==> config.mk <==
export PLATFORM = sky130hd
export DESIGN_NAME = tpf_formatter
export DESIGN_NICKNAME = d
export VERILOG_FILES = /design/src/include/tpf_pkg.sv /design/src/design/tpf_formatter.sv
export VERILOG_INCLUDE_DIRS = /design/src /design/src/include
export SDC_FILE = /design/constraint.sdc
export NUM_CORES = 1
export LEC_CHECK = 0
export BUFFER_PORTS_ARGS = -buffer_cell sky130_fd_sc_hd__buf_2
export CORE_MARGIN = 5
export CORE_UTILIZATION = 55
export DETAILED_ROUTE_END_ITERATION = 16
export HOLD_SLACK_MARGIN = 0.1
export PLACE_DENSITY = 0.77
export RECOVER_POWER = 50
export SLEW_MARGIN = 0
export SYNTH_ARGS = -nofsm -noshare
export SYNTH_HDL_FRONTEND = slang
export SYNTH_SLANG_ARGS = --single-unit
==> constraint.sdc <==
create_clock -name MCLK -period 2.6 [get_ports MCLK]
set_clock_uncertainty 0.1 [all_clocks]
set_input_delay 0.13 -clock MCLK [delete_from_list [all_inputs] [get_ports MCLK]]
set_output_delay 0.13 -clock MCLK [all_outputs]
set_load 0.01 [all_outputs]
==> src/include/tpf_regs.svh <==
/*
 Constants of the terminal port formatter: reset settings, character codes
 and timing figures. Assumes a 250 MHz MCLK.
*/
// Function
// - After reset, characters are eight data bits without parity.
// - Word length setting picks seven or eight data bits, both directions.
// - Parity code: 0 none, 1 odd, 3 even, used with word length.
// - Every character received from host, except an escape in converse mode, is echoed back once.
// - Auto linefeed on: each sent return is followed by linefeed.
// - Line width defaults to 80; full line gets return inserted.
// - Line width zero disables wrap; other values set wrap column.
// - Pad after return or linefeed pauses output when enabled.
// - Pause length is pad count times one character time.
// - Link completion switches command mode to converse, no prompt.
// - In converse mode the send character closes text into packet.
// - Packet goes to connected station, else broadcast destination.
// - Escape or break is not echoed; command mode, prompt at once.
// - Enter talk mode command returns to converse, connected or not.
// - Mode escape character is programmable.
// - Send-packet character is programmable, return by default.
// - Lamp lit while linked; link up and down reported to host.
// - In command mode ready for a line, prompt string is output.
`ifndef TPF_REGS_SVH
`define TPF_REGS_SVH
`define TPF_RST_WLEN8   1'b1
`define TPF_RST_PARITY  2'h0
`define TPF_PAR_NONE    2'h0
`define TPF_PAR_ODD     2'h1
`define TPF_PAR_EVEN    2'h3
`define TPF_RST_WIDTH   8'h50
`define TPF_RST_ESC     8'h03
`define TPF_RST_SEND    8'h0D
`define TPF_CH_CR       8'h0D
`define TPF_CH_LF       8'h0A
`define TPF_CH_PROMPT   8'h3E
`define TPF_CH_LINKUP   8'h2B
`define TPF_CH_LINKDN   8'h2D
`define TPF_CLK_MHZ     250
`endif

==> src/include/tpf_pkg.sv <==
/*
 Types of the terminal port formatter. Assumes nothing beyond the header.
*/
package tpf_pkg;
   // Serial framing settings
   typedef struct packed {
      logic       wlen8;
      logic [1:0] parity;
   } tpf_frame_t;
   // Line formatting settings
   typedef struct packed {
      logic       auto_linefeed;
      logic [7:0] line_width;
      logic       pad_after_return;
      logic       pad_after_linefeed;
      logic [7:0] pad_count;
   } tpf_fmt_t;
   typedef enum logic [0:0] {TPF_CMD, TPF_TALK} tpf_mode_t;
   typedef enum logic [2:0] {
      TPF_O_IDLE, TPF_O_SEND, TPF_O_WAIT, TPF_O_PAD
   } tpf_ost_t;
endpackage : tpf_pkg

==> src/design/tpf_formatter.sv <==
/*
 Terminal port formatter: framing, echo, line formatting, mode switching
 and packet triggering between a host serial port and the packet engine.
 Assumes the serial shifter gives/takes whole characters with bit counts,
 and that the packet engine reports link up/down as clocked levels.
*/
`timescale 1ns/1ps
`default_nettype none
`include "tpf_regs.svh"
module tpf_formatter #(
   parameter int BAUD_CYC = 26042   // MCLK cycles per serial bit
) (
   // Clock and reset
   input  wire logic            MCLK,
   input  wire logic            RST_B,
   // Settings
   input  wire tpf_pkg::tpf_frame_t FRAME,
   input  wire tpf_pkg::tpf_fmt_t   FMT,
   input  wire logic [7:0]      ESC_CHAR,
   input  wire logic [7:0]      SEND_CHAR,
   input  wire logic            ENTER_TALK_MODE,
   // Host receive side: raw frame of data and parity bits from pin shifter
   input  wire logic            RX_VALID,
   input  wire logic [8:0]      RX_FRAME,
   input  wire logic            RX_BREAK,
   // Host transmit side
   output logic                 TX_VALID,
   output logic [8:0]           TX_FRAME,
   input  wire logic            TX_READY,
   // Packet side
   output logic                 PKT_VALID,
   output logic [7:0]           PKT_DATA,
   output logic                 PKT_CLOSE,
   output logic                 PKT_BROADCAST,
   input  wire logic            LINK_UP,
   // Status
   output logic                 LINK_UP_LAMP,
   output logic                 TALK_MODE,
   output logic                 RX_PARITY_ERR
);
   // Elaboration check: a bit needs at least one clock
   if (BAUD_CYC < 1) begin : g_bad_baud
      $error("BAUD_CYC must be positive");
   end
   // ====================================================================
   // Reset release and pin synchronisers
   logic [1:0] rst_sync;
   logic       rst_n;
   always_ff @(posedge MCLK or negedge RST_B) begin
      if (!RST_B) rst_sync <= 2'h0;
      else        rst_sync <= {rst_sync[0], 1'b1};
   end
   assign rst_n = rst_sync[1];
   logic brk_s0;
   logic brk_s1;
   logic brk_d;
   always_ff @(posedge MCLK or negedge rst_n) begin
      if (!rst_n) begin
         brk_s0 <= 1'b0;
         brk_s1 <= 1'b0;
         brk_d  <= 1'b0;
      end else begin
         brk_s0 <= RX_BREAK;
         brk_s1 <= brk_s0;
         brk_d  <= brk_s1;
      end
   end
   logic brk_rise;
   assign brk_rise = brk_s1 & ~brk_d;
   // ====================================================================
   // Framing helpers
   // Data bits kept, top bit cleared for 7-bit words
   function automatic logic [7:0] data_of(input logic [8:0] f,
                                          input logic w8);
      data_of = w8 ? f[7:0] : {1'b0, f[6:0]};
   endfunction : data_of
   // Parity over configured data bits only
   function automatic logic par_of(input logic [7:0] d,
                                   input logic [1:0] p);
      par_of = (^d) ^ (p == `TPF_PAR_ODD);
   endfunction : par_of
   // Build transmit frame: parity bit just above the data
   function automatic logic [8:0] frame_of(input logic [7:0] d,
                                           input tpf_pkg::tpf_frame_t f);
      logic pb;
      pb = par_of(f.wlen8 ? d : {1'b0, d[6:0]}, f.parity);
      if (f.parity == `TPF_PAR_NONE)
         frame_of = f.wlen8 ? {1'b0, d} : {2'h0, d[6:0]};
      else if (f.wlen8)
         frame_of = {pb, d};
      else
         frame_of = {1'b0, pb, d[6:0]};
   endfunction : frame_of
   logic [7:0] rx_ch;
   logic       rx_pbit;
   assign rx_ch   = data_of(RX_FRAME, FRAME.wlen8);
   assign rx_pbit = FRAME.wlen8 ? RX_FRAME[8] : RX_FRAME[7];
   // Parity check, sticky until a clean character
   always_ff @(posedge MCLK or negedge rst_n) begin
      if (!rst_n) RX_PARITY_ERR <= 1'b0;
      else if (RX_VALID && FRAME.parity != `TPF_PAR_NONE)
         RX_PARITY_ERR <= rx_pbit != par_of(rx_ch, FRAME.parity);
   end
   // ====================================================================
   // Mode control
   tpf_pkg::tpf_mode_t mode;
   logic link_d;
   logic esc_hit;
   assign esc_hit = (RX_VALID && rx_ch == ESC_CHAR
                     && mode == tpf_pkg::TPF_TALK)
                    || brk_rise;
   always_ff @(posedge MCLK or negedge rst_n) begin
      if (!rst_n) begin
         mode   <= tpf_pkg::TPF_CMD;
         link_d <= 1'b0;
      end else begin
         link_d <= LINK_UP;
         if (esc_hit) mode <= tpf_pkg::TPF_CMD;
         else if (LINK_UP && !link_d) mode <= tpf_pkg::TPF_TALK;
         else if (ENTER_TALK_MODE) mode <= tpf_pkg::TPF_TALK;
      end
   end
   // Lamp and mode flag from flops
   always_ff @(posedge MCLK or negedge rst_n) begin
      if (!rst_n) begin
         LINK_UP_LAMP <= 1'b0;
         TALK_MODE    <= 1'b0;
      end else begin
         LINK_UP_LAMP <= LINK_UP;
         TALK_MODE    <= (mode == tpf_pkg::TPF_TALK);
      end
   end
   // ====================================================================
   // Packetizer: converse-mode text goes out; send character closes it
   always_ff @(posedge MCLK or negedge rst_n) begin
      if (!rst_n) begin
         PKT_VALID     <= 1'b0;
         PKT_DATA      <= 8'h00;
         PKT_CLOSE     <= 1'b0;
         PKT_BROADCAST <= 1'b1;
      end else begin
         PKT_VALID <= RX_VALID && !esc_hit && mode == tpf_pkg::TPF_TALK;
         PKT_CLOSE <= RX_VALID && !esc_hit && mode == tpf_pkg::TPF_TALK
                      && rx_ch == SEND_CHAR;
         PKT_DATA  <= rx_ch;
         PKT_BROADCAST <= !LINK_UP;
      end
   end
   // ====================================================================
   // Output request flags: set wins over clear by ordering
   logic req_echo;
   logic [7:0] echo_ch;
   logic req_prompt;
   logic req_up;
   logic req_dn;
   logic take_echo;
   logic take_prompt;
   logic take_up;
   logic take_dn;
   always_ff @(posedge MCLK or negedge rst_n) begin
      if (!rst_n) begin
         req_echo   <= 1'b0;
         echo_ch    <= 8'h00;
         req_prompt <= 1'b1;  // Prompt at start in command mode
         req_up     <= 1'b0;
         req_dn     <= 1'b0;
      end else begin
         if (take_echo) req_echo <= 1'b0;
         if (RX_VALID && !esc_hit) begin
            req_echo <= 1'b1;
            echo_ch  <= rx_ch;
         end
         if (take_prompt) req_prompt <= 1'b0;
         // Command line done or escape: show prompt
         if (esc_hit || (RX_VALID && mode == tpf_pkg::TPF_CMD
                         && rx_ch == `TPF_CH_CR))
            req_prompt <= 1'b1;
         if (take_up) req_up <= 1'b0;
         if (LINK_UP && !link_d) req_up <= 1'b1;
         if (take_dn) req_dn <= 1'b0;
         if (!LINK_UP && link_d) req_dn <= 1'b1;
      end
   end
   // ====================================================================
   // Output sequencer with line wrap, auto linefeed and padding
   tpf_pkg::tpf_ost_t ost;
   logic [7:0]  cur_ch;
   logic [7:0]  col;
   logic        lf_pend;
   logic [31:0] pad_left;
   logic [31:0] char_cyc;
   // Character time follows current framing: start, data, parity, stop
   assign char_cyc = 32'(BAUD_CYC) * ((FRAME.wlen8 ? 32'd10 : 32'd9)
                     + (FRAME.parity != `TPF_PAR_NONE ? 32'd1 : 32'd0));
   logic wrap_now;
   assign wrap_now = FMT.line_width != 8'h00 && col >= FMT.line_width;
   assign take_echo   = ost == tpf_pkg::TPF_O_IDLE && !lf_pend && !wrap_now
                        && req_echo;
   assign take_prompt = ost == tpf_pkg::TPF_O_IDLE && !lf_pend && !wrap_now
                        && !req_echo && req_prompt;
   assign take_up = ost == tpf_pkg::TPF_O_IDLE && !lf_pend && !wrap_now
                    && !req_echo && !req_prompt && req_up;
   assign take_dn = ost == tpf_pkg::TPF_O_IDLE && !lf_pend && !wrap_now
                    && !req_echo && !req_prompt && !req_up && req_dn;
   always_ff @(posedge MCLK or negedge rst_n) begin
      if (!rst_n) begin
         ost      <= tpf_pkg::TPF_O_IDLE;
         cur_ch   <= 8'h00;
         col      <= 8'h00;
         lf_pend  <= 1'b0;
         pad_left <= 32'h0;
         TX_VALID <= 1'b0;
         TX_FRAME <= 9'h000;
      end else begin
         case (ost)
            tpf_pkg::TPF_O_IDLE: begin
               ost <= tpf_pkg::TPF_O_SEND;
               if (lf_pend) begin
                  cur_ch  <= `TPF_CH_LF;
                  lf_pend <= 1'b0;
               end else if (wrap_now) cur_ch <= `TPF_CH_CR;
               else if (take_echo)   cur_ch <= echo_ch;
               else if (take_prompt) cur_ch <= `TPF_CH_PROMPT;
               else if (take_up)     cur_ch <= `TPF_CH_LINKUP;
               else if (take_dn)     cur_ch <= `TPF_CH_LINKDN;
               else ost <= tpf_pkg::TPF_O_IDLE;
            end
            tpf_pkg::TPF_O_SEND: begin
               TX_VALID <= 1'b1;
               TX_FRAME <= frame_of(cur_ch, FRAME);
               ost      <= tpf_pkg::TPF_O_WAIT;
            end
            tpf_pkg::TPF_O_WAIT: begin
               if (TX_READY) begin
                  TX_VALID <= 1'b0;
                  if (cur_ch == `TPF_CH_CR) begin
                     col     <= 8'h00;
                     lf_pend <= FMT.auto_linefeed;
                  end else if (cur_ch != `TPF_CH_LF) col <= col + 8'h01;
                  pad_left <= 32'(FMT.pad_count) * char_cyc;
                  if ((cur_ch == `TPF_CH_CR && FMT.pad_after_return) ||
                      (cur_ch == `TPF_CH_LF && FMT.pad_after_linefeed))
                     ost <= tpf_pkg::TPF_O_PAD;
                  else
                     ost <= tpf_pkg::TPF_O_IDLE;
               end
            end
            tpf_pkg::TPF_O_PAD: begin
               if (pad_left <= 32'h1) ost <= tpf_pkg::TPF_O_IDLE;
               pad_left <= pad_left - 32'h1;
            end
            default: ost <= tpf_pkg::TPF_O_IDLE;
         endcase
      end
   end
endmodule : tpf_formatter
`default_nettype wire

== Word level (Yosys, flattened, before mapping) ==
Cells that the tools add are included.

* $add $sub $neg: 3
* Multipliers: 2
* Divide/modulo/power cells: 0
* $lt $le $gt $ge: 2
* Eq/ne operators: 14
* Shifts and indexed selects: 0
* Muxes and demuxes: 44
* Bitwise operators: 5
* Reduce and logical (&&, ||, !) cells: 55

{| class="wikitable"
|+ Operator list
! kind !! number
|-
| $mux 8 || 11
|-
| $pmux 32 s2 || 1
|-
| $le 32x1->1 const B || 1
|-
| $mux 32 || 1
|-
| $sub 32x1->32 const B || 1
|-
| $mul 8x19->27 || 1
|-
| $eq 8x4->1 const B || 3
|-
| $logic_and 1x1->1 || 22
|-
| $mux 1 || 22
|-
| $mul 14x5->19 const A || 1
|-
| $mux 9 || 2
|-
| $reduce_bool 2->1 || 9
|-
| $eq 8x8->1 || 2
|-
| $reduce_xor 8->1 || 2
|-
| $pmux 3 s4 || 1
|-
| $add 8x1->8 const B || 1
|-
| $ge 8x8->1 || 1
|-
| $logic_not 1->1 || 8
|-
| $ne 8x4->1 const B || 1
|-
| $reduce_and 2->1 || 4
|-
| $reduce_bool 8->1 || 1
|-
| $eq 3x2->1 const B || 2
|-
| $mux 3 || 2
|-
| $ne 2x2->1 const B || 3
|-
| other kinds (15) || 22
|}

* Bits in registers: 94
* Latch bits: 0
* Memory bits (writable): 0
* ROM bits: 0
* Bits of input ports: 54
* Output and inout port bits: 24
* Word-level logic and storage cells: 149
* Memories kept: 0

== Logic depth before layout (Yosys ltp) ==
* Word-level depth: 15
* Depth in mapped cells: 22
* Depth with buffers taken out: 21

== Worst setup path before layout ==
No wires, ideal clock.

* Path kind: input-to-reg
* From: input FRAME[1] (netlist bit)
* To: register pad_left[15]
* Library setup time: 0.126 ns
* Arrival time: 5.086 ns
* Required time: 2.374 ns
* Slack: -2.712 ns
* Stages: 19
* Buffers on the path: 0
* Path through: or2_2 -> ha_1 -> and2_1 -> inv_1 -> fa_1 -> fa_1 -> inv_1 -> fa_1 -> inv_1 -> fa_1 -> inv_1 -> ha_1 -> a21o_1 -> a31o_2 -> o211a_1 -> nand2b_1 -> a311o_1 -> a31oi_1 -> a21oi_1

* Cells in the longest elaborated chain, start to end: 7

{| class="wikitable"
|+ Ends and longest elaborated chain
! what !! line !! source
|-
| from (decl) || tpf_formatter.sv:17 || <nowiki>input wire tpf_pkg::tpf_frame_t FRAME,</nowiki>
|-
| $reduce_bool 2->1 (no line) || -- ||
|-
| $mux 1 || tpf_formatter.sv:194 || <nowiki>+ (FRAME.parity != `TPF_PAR_NONE ? 32'd1 : 32'd0));</nowiki>
|-
| $add 4x1->5 || tpf_formatter.sv:193 || <nowiki>assign char_cyc = 32'(BAUD_CYC) * ((FRAME.wlen8 ? 32'd10 : 32'd9)</nowiki>
|-
| $mul 14x5->19 || tpf_formatter.sv:193 ||
|-
| $mul 8x19->27 || tpf_formatter.sv:240 || <nowiki>pad_left <= 32'(FMT.pad_count) * char_cyc;</nowiki>
|-
| $mux 32 || tpf_formatter.sv:234 || <nowiki>if (TX_READY) begin</nowiki>
|-
| $pmux 32 s2 || tpf_formatter.sv:215 || <nowiki>case (ost)</nowiki>
|-
| to (signal assigned) || tpf_formatter.sv:240 ||
|-
| to (signal assigned) || tpf_formatter.sv:250 || <nowiki>pad_left <= pad_left - 32'h1;</nowiki>
|-
| to (decl) || tpf_formatter.sv:190 || <nowiki>logic [31:0] pad_left;</nowiki>
|}

No other way between the ends. The select of a mux whose other input is x is not followed.
A chain may end at the register's enable or synchronous reset.

== Worst setup path in the final report ==
* From: input FRAME[0] (netlist bit)
* To: register pad_left[25]

The elaborated chain is that of the path after synthesis.

==> metrics.txt <==
DR iter-0 viols roughly 450; Max Fclk between 200 and 250 MHz; Comb power frac 0.786; Worst-path clk slew around 0.070 ns; Tmin final between 4 and 5 ns; Mapped Avg Cell Area just over 9 um^2; largest net degree at the start of global routing 54; sequential fraction of the synthesis area 0.254; Vias approximately 8000; worst-case clock buffer depth 2; P&R area growth vs syn 33.2%; Top Ports 78; WHS Path Cells 5; worst rel slew slack -0.0178; Psw between 6 and 7 mW; TritonCTS clock tree yes; worst vdd ir around 0.0011 V; Final Cell Area between 10000 and 15000 um^2; dpl cells approximately 1400; Synth cell types 64; hold path startpoint FRAME[0]; global-route wire length before repair between 40000 and 50000 um; final net count 1448; yosys warns 0; initial antenna violation count 0; placed inst area 11100 um^2; DR pass1 iterations 6; Fin Setup TNS -40.96 ns; htree depth 3; final hold violation count 0; EDFF count, synth 0; ant diodes 0; Reg power frac 0.110; Syn Std Cell Area approximately 9000 um^2; # setup viols final 24; cts bufs inserted 9; Initial Util 0.556; Hold WS 0.141 ns; Crit. End Element flip-flop; status finished with violations; layout cells sized above 1 0.298; main flop type after synthesis dfrtp_1; Port-buffer cells 77; final worst-path cycle share 1.81; Detail Route Antenna Nets 0; die extent in y 139 um; worst path arrival time 4.82 ns; depth of the worst register-to-register path 8; Int Power approximately 7.6 mW; worst-margin pin slew between 1.5 and 2 ns; post-route insts no fill about 1400; failing checks capacitance limit, slew limit, setup timing; routed length per instance roughly 18 um; Die Width ~140 um; r2r setup slk -0.09 ns; MaxCap Viol Count 1; Routed WL ~26000 um; worst skew pair latency approximately 0.36 ns; GRT Total Usage 0.265; FP Rows 47; routability congestion estimate 0.953; clk sinks 93; Hold Path End RX_PARITY_ERR; critical path class in -> reg; total grt overflow 0; Clk pwr share 0.103; Pwr Density approximately 1100 nW/um^2; final worst slack -2.10 ns; type of origin of the critical path input pin; Crit Reg-Reg Startpoint pad_left[5]; core outline area 16500 um^2; Hold Path Class in -> reg; R2R Path End pad_left[25]; root buf cell clkbuf_16; commonest non-fill, non-tap cell in the layout inv_1; via/cell ratio about 5.6; Sw Ratio 0.447; RSZ-0062 raised after global routing true; vias in the first global route approximately 8600; Final Max Slew Viols 40; Residual DRC 0; commonest cells after routing, fill and taps aside inv_1 (162), buf_4 (131), fa_1 (95); CP max FO 8; Die Area 19300 um^2; Worst EP required around 2.7 ns; DP HPWL approximately 19000 um; Seq cells post-synth slightly above 90; LEAKAGE around 6 nW; Cells after Synth 980; Synth async-reset ratio 1.00
## power groups by stage
stage	sequential, mW	combinational [mW]	clock [mW]
CTS	1.52	9.39	1.42
global route	1.52	11.8	1.48
detailed placement	1.54	8.46	0
floorplan	1.55	5.72	0
global placement	1.54	8.29	0
finish	1.52	10.8	1.41
## flip-flops by register name, summed over array words and instances, names as in the netlist, 2 cells and up
name      cells
PKT_DATA      8
pad_left     32
cur_ch        8
ost           2
echo_ch       8
TX_FRAME      9
rst_sync      2
col           8
## cells in the mapped netlist (all sizes together), types with 21 or more instances
library cell,number,area share
nor2,53,0.023
ha,71,0.097
inv,180,0.074
xor2,24,0.023
nand2,75,0.031
fa,102,0.22
o21ai,42,0.023
clkbuf,22,0.0090
nand2b,21,0.014
dfrtp,91,0.25
xnor2,33,0.032
a21oi,39,0.022
## metal layers
| layer | share of wire | track usage |
|---|---|---|
| met5 | 0 | 0 |
| met3 | 0.059 | 0.0476 |
| met2 | 0.52 | 0.473 |
| met1 | 0.39 | 0.326 |
| met4 | 0.031 | 0.0881 |
## logic make-up (layout without fill, tap and decap cells)
| kind of cell | Yosys count | after routing | synth area share |
|---|---|---|---|
| DFF | 93 | 93 | 0.254 |
| adders and majority gates | 173 | 173 | 0.320 |
| other | 2 | 9 | 0.000820 |
| muxes | 10 | 10 | 0.0117 |
| AOI/OAI and AO/OA | 174 | 174 | 0.126 |
| and+or+nand+nor | 267 | 267 | 0.149 |
| buffers and inverters | 204 | 443 | 0.0845 |
| xor gates and xnor gates | 57 | 57 | 0.0545 |
## what timing repair did
item                       in CTS  in global routing
setup endpoints to repair      28                 31
pin swaps                      33                 36
hold buffers                   23                  0
gates resized for setup        64                 62
buffers inserted                9                  8
hold endpoints to repair       29                  0
## worst max-delay path: stages
cell      delay [ns]
buf_6           0.10
or2_4           0.28
ha_4            0.30
and2_4          0.16
buf_4           0.13
fa_1            0.52
fa_1            0.52
fa_1            0.54
inv_1           0.05
fa_1            0.53
inv_2           0.06
ha_4            0.26
a21oi_4         0.17
o21ai_1         0.12
a21oi_2         0.22
and4b_2         0.32
o21bai_1        0.10
xnor2_1         0.21
o21ai_1         0.09
## worst max path at each step
stage | from | end | slack (ns) | depth (start not counted)
finish | FRAME[0] | pad_left[25] | -2.10 | 19
global route | FRAME[0] | pad_left[27] | -2.29 | 19
CTS | FRAME[0] | pad_left[13] | -1.96 | 20
detailed placement | FRAME[0] | pad_left[25] | -2.59 | 20
global placement | FRAME[0] | pad_left[25] | -2.47 | 20
floorplan | FRAME[0] | pad_left[15] | -1.98 | 19
## stage by stage
| step | setup WS, ns | total power [mW] | utilization |
|---|---|---|---|
| 4_1_cts | -1.96 | 12.3 | 0.725 |
| 2_1_floorplan | -1.98 | 7.28 | - |
| 3_5_place_dp | -2.59 | 10.0 | 0.672 |
| 3_3_place_gp | -2.47 | 9.83 | 0.672 |
| 5_1_grt | -2.29 | 14.8 | 0.741 |
| 6_report | -2.10 | 13.7 | 0.741 |
## cell type report
cell class                      count  area [um^2]
Multi-Input combinational cell    690         6860
Fill cell                        1155         4260
Sequential cell                    93         2330
Timing Repair Buffer              247         1750
Inverter                          180          676
Tap cell                          220          275
Clock buffer                        9          225
Clock inverter                      7         92.6
No activity file was read; power rests on OpenSTA's default activity.
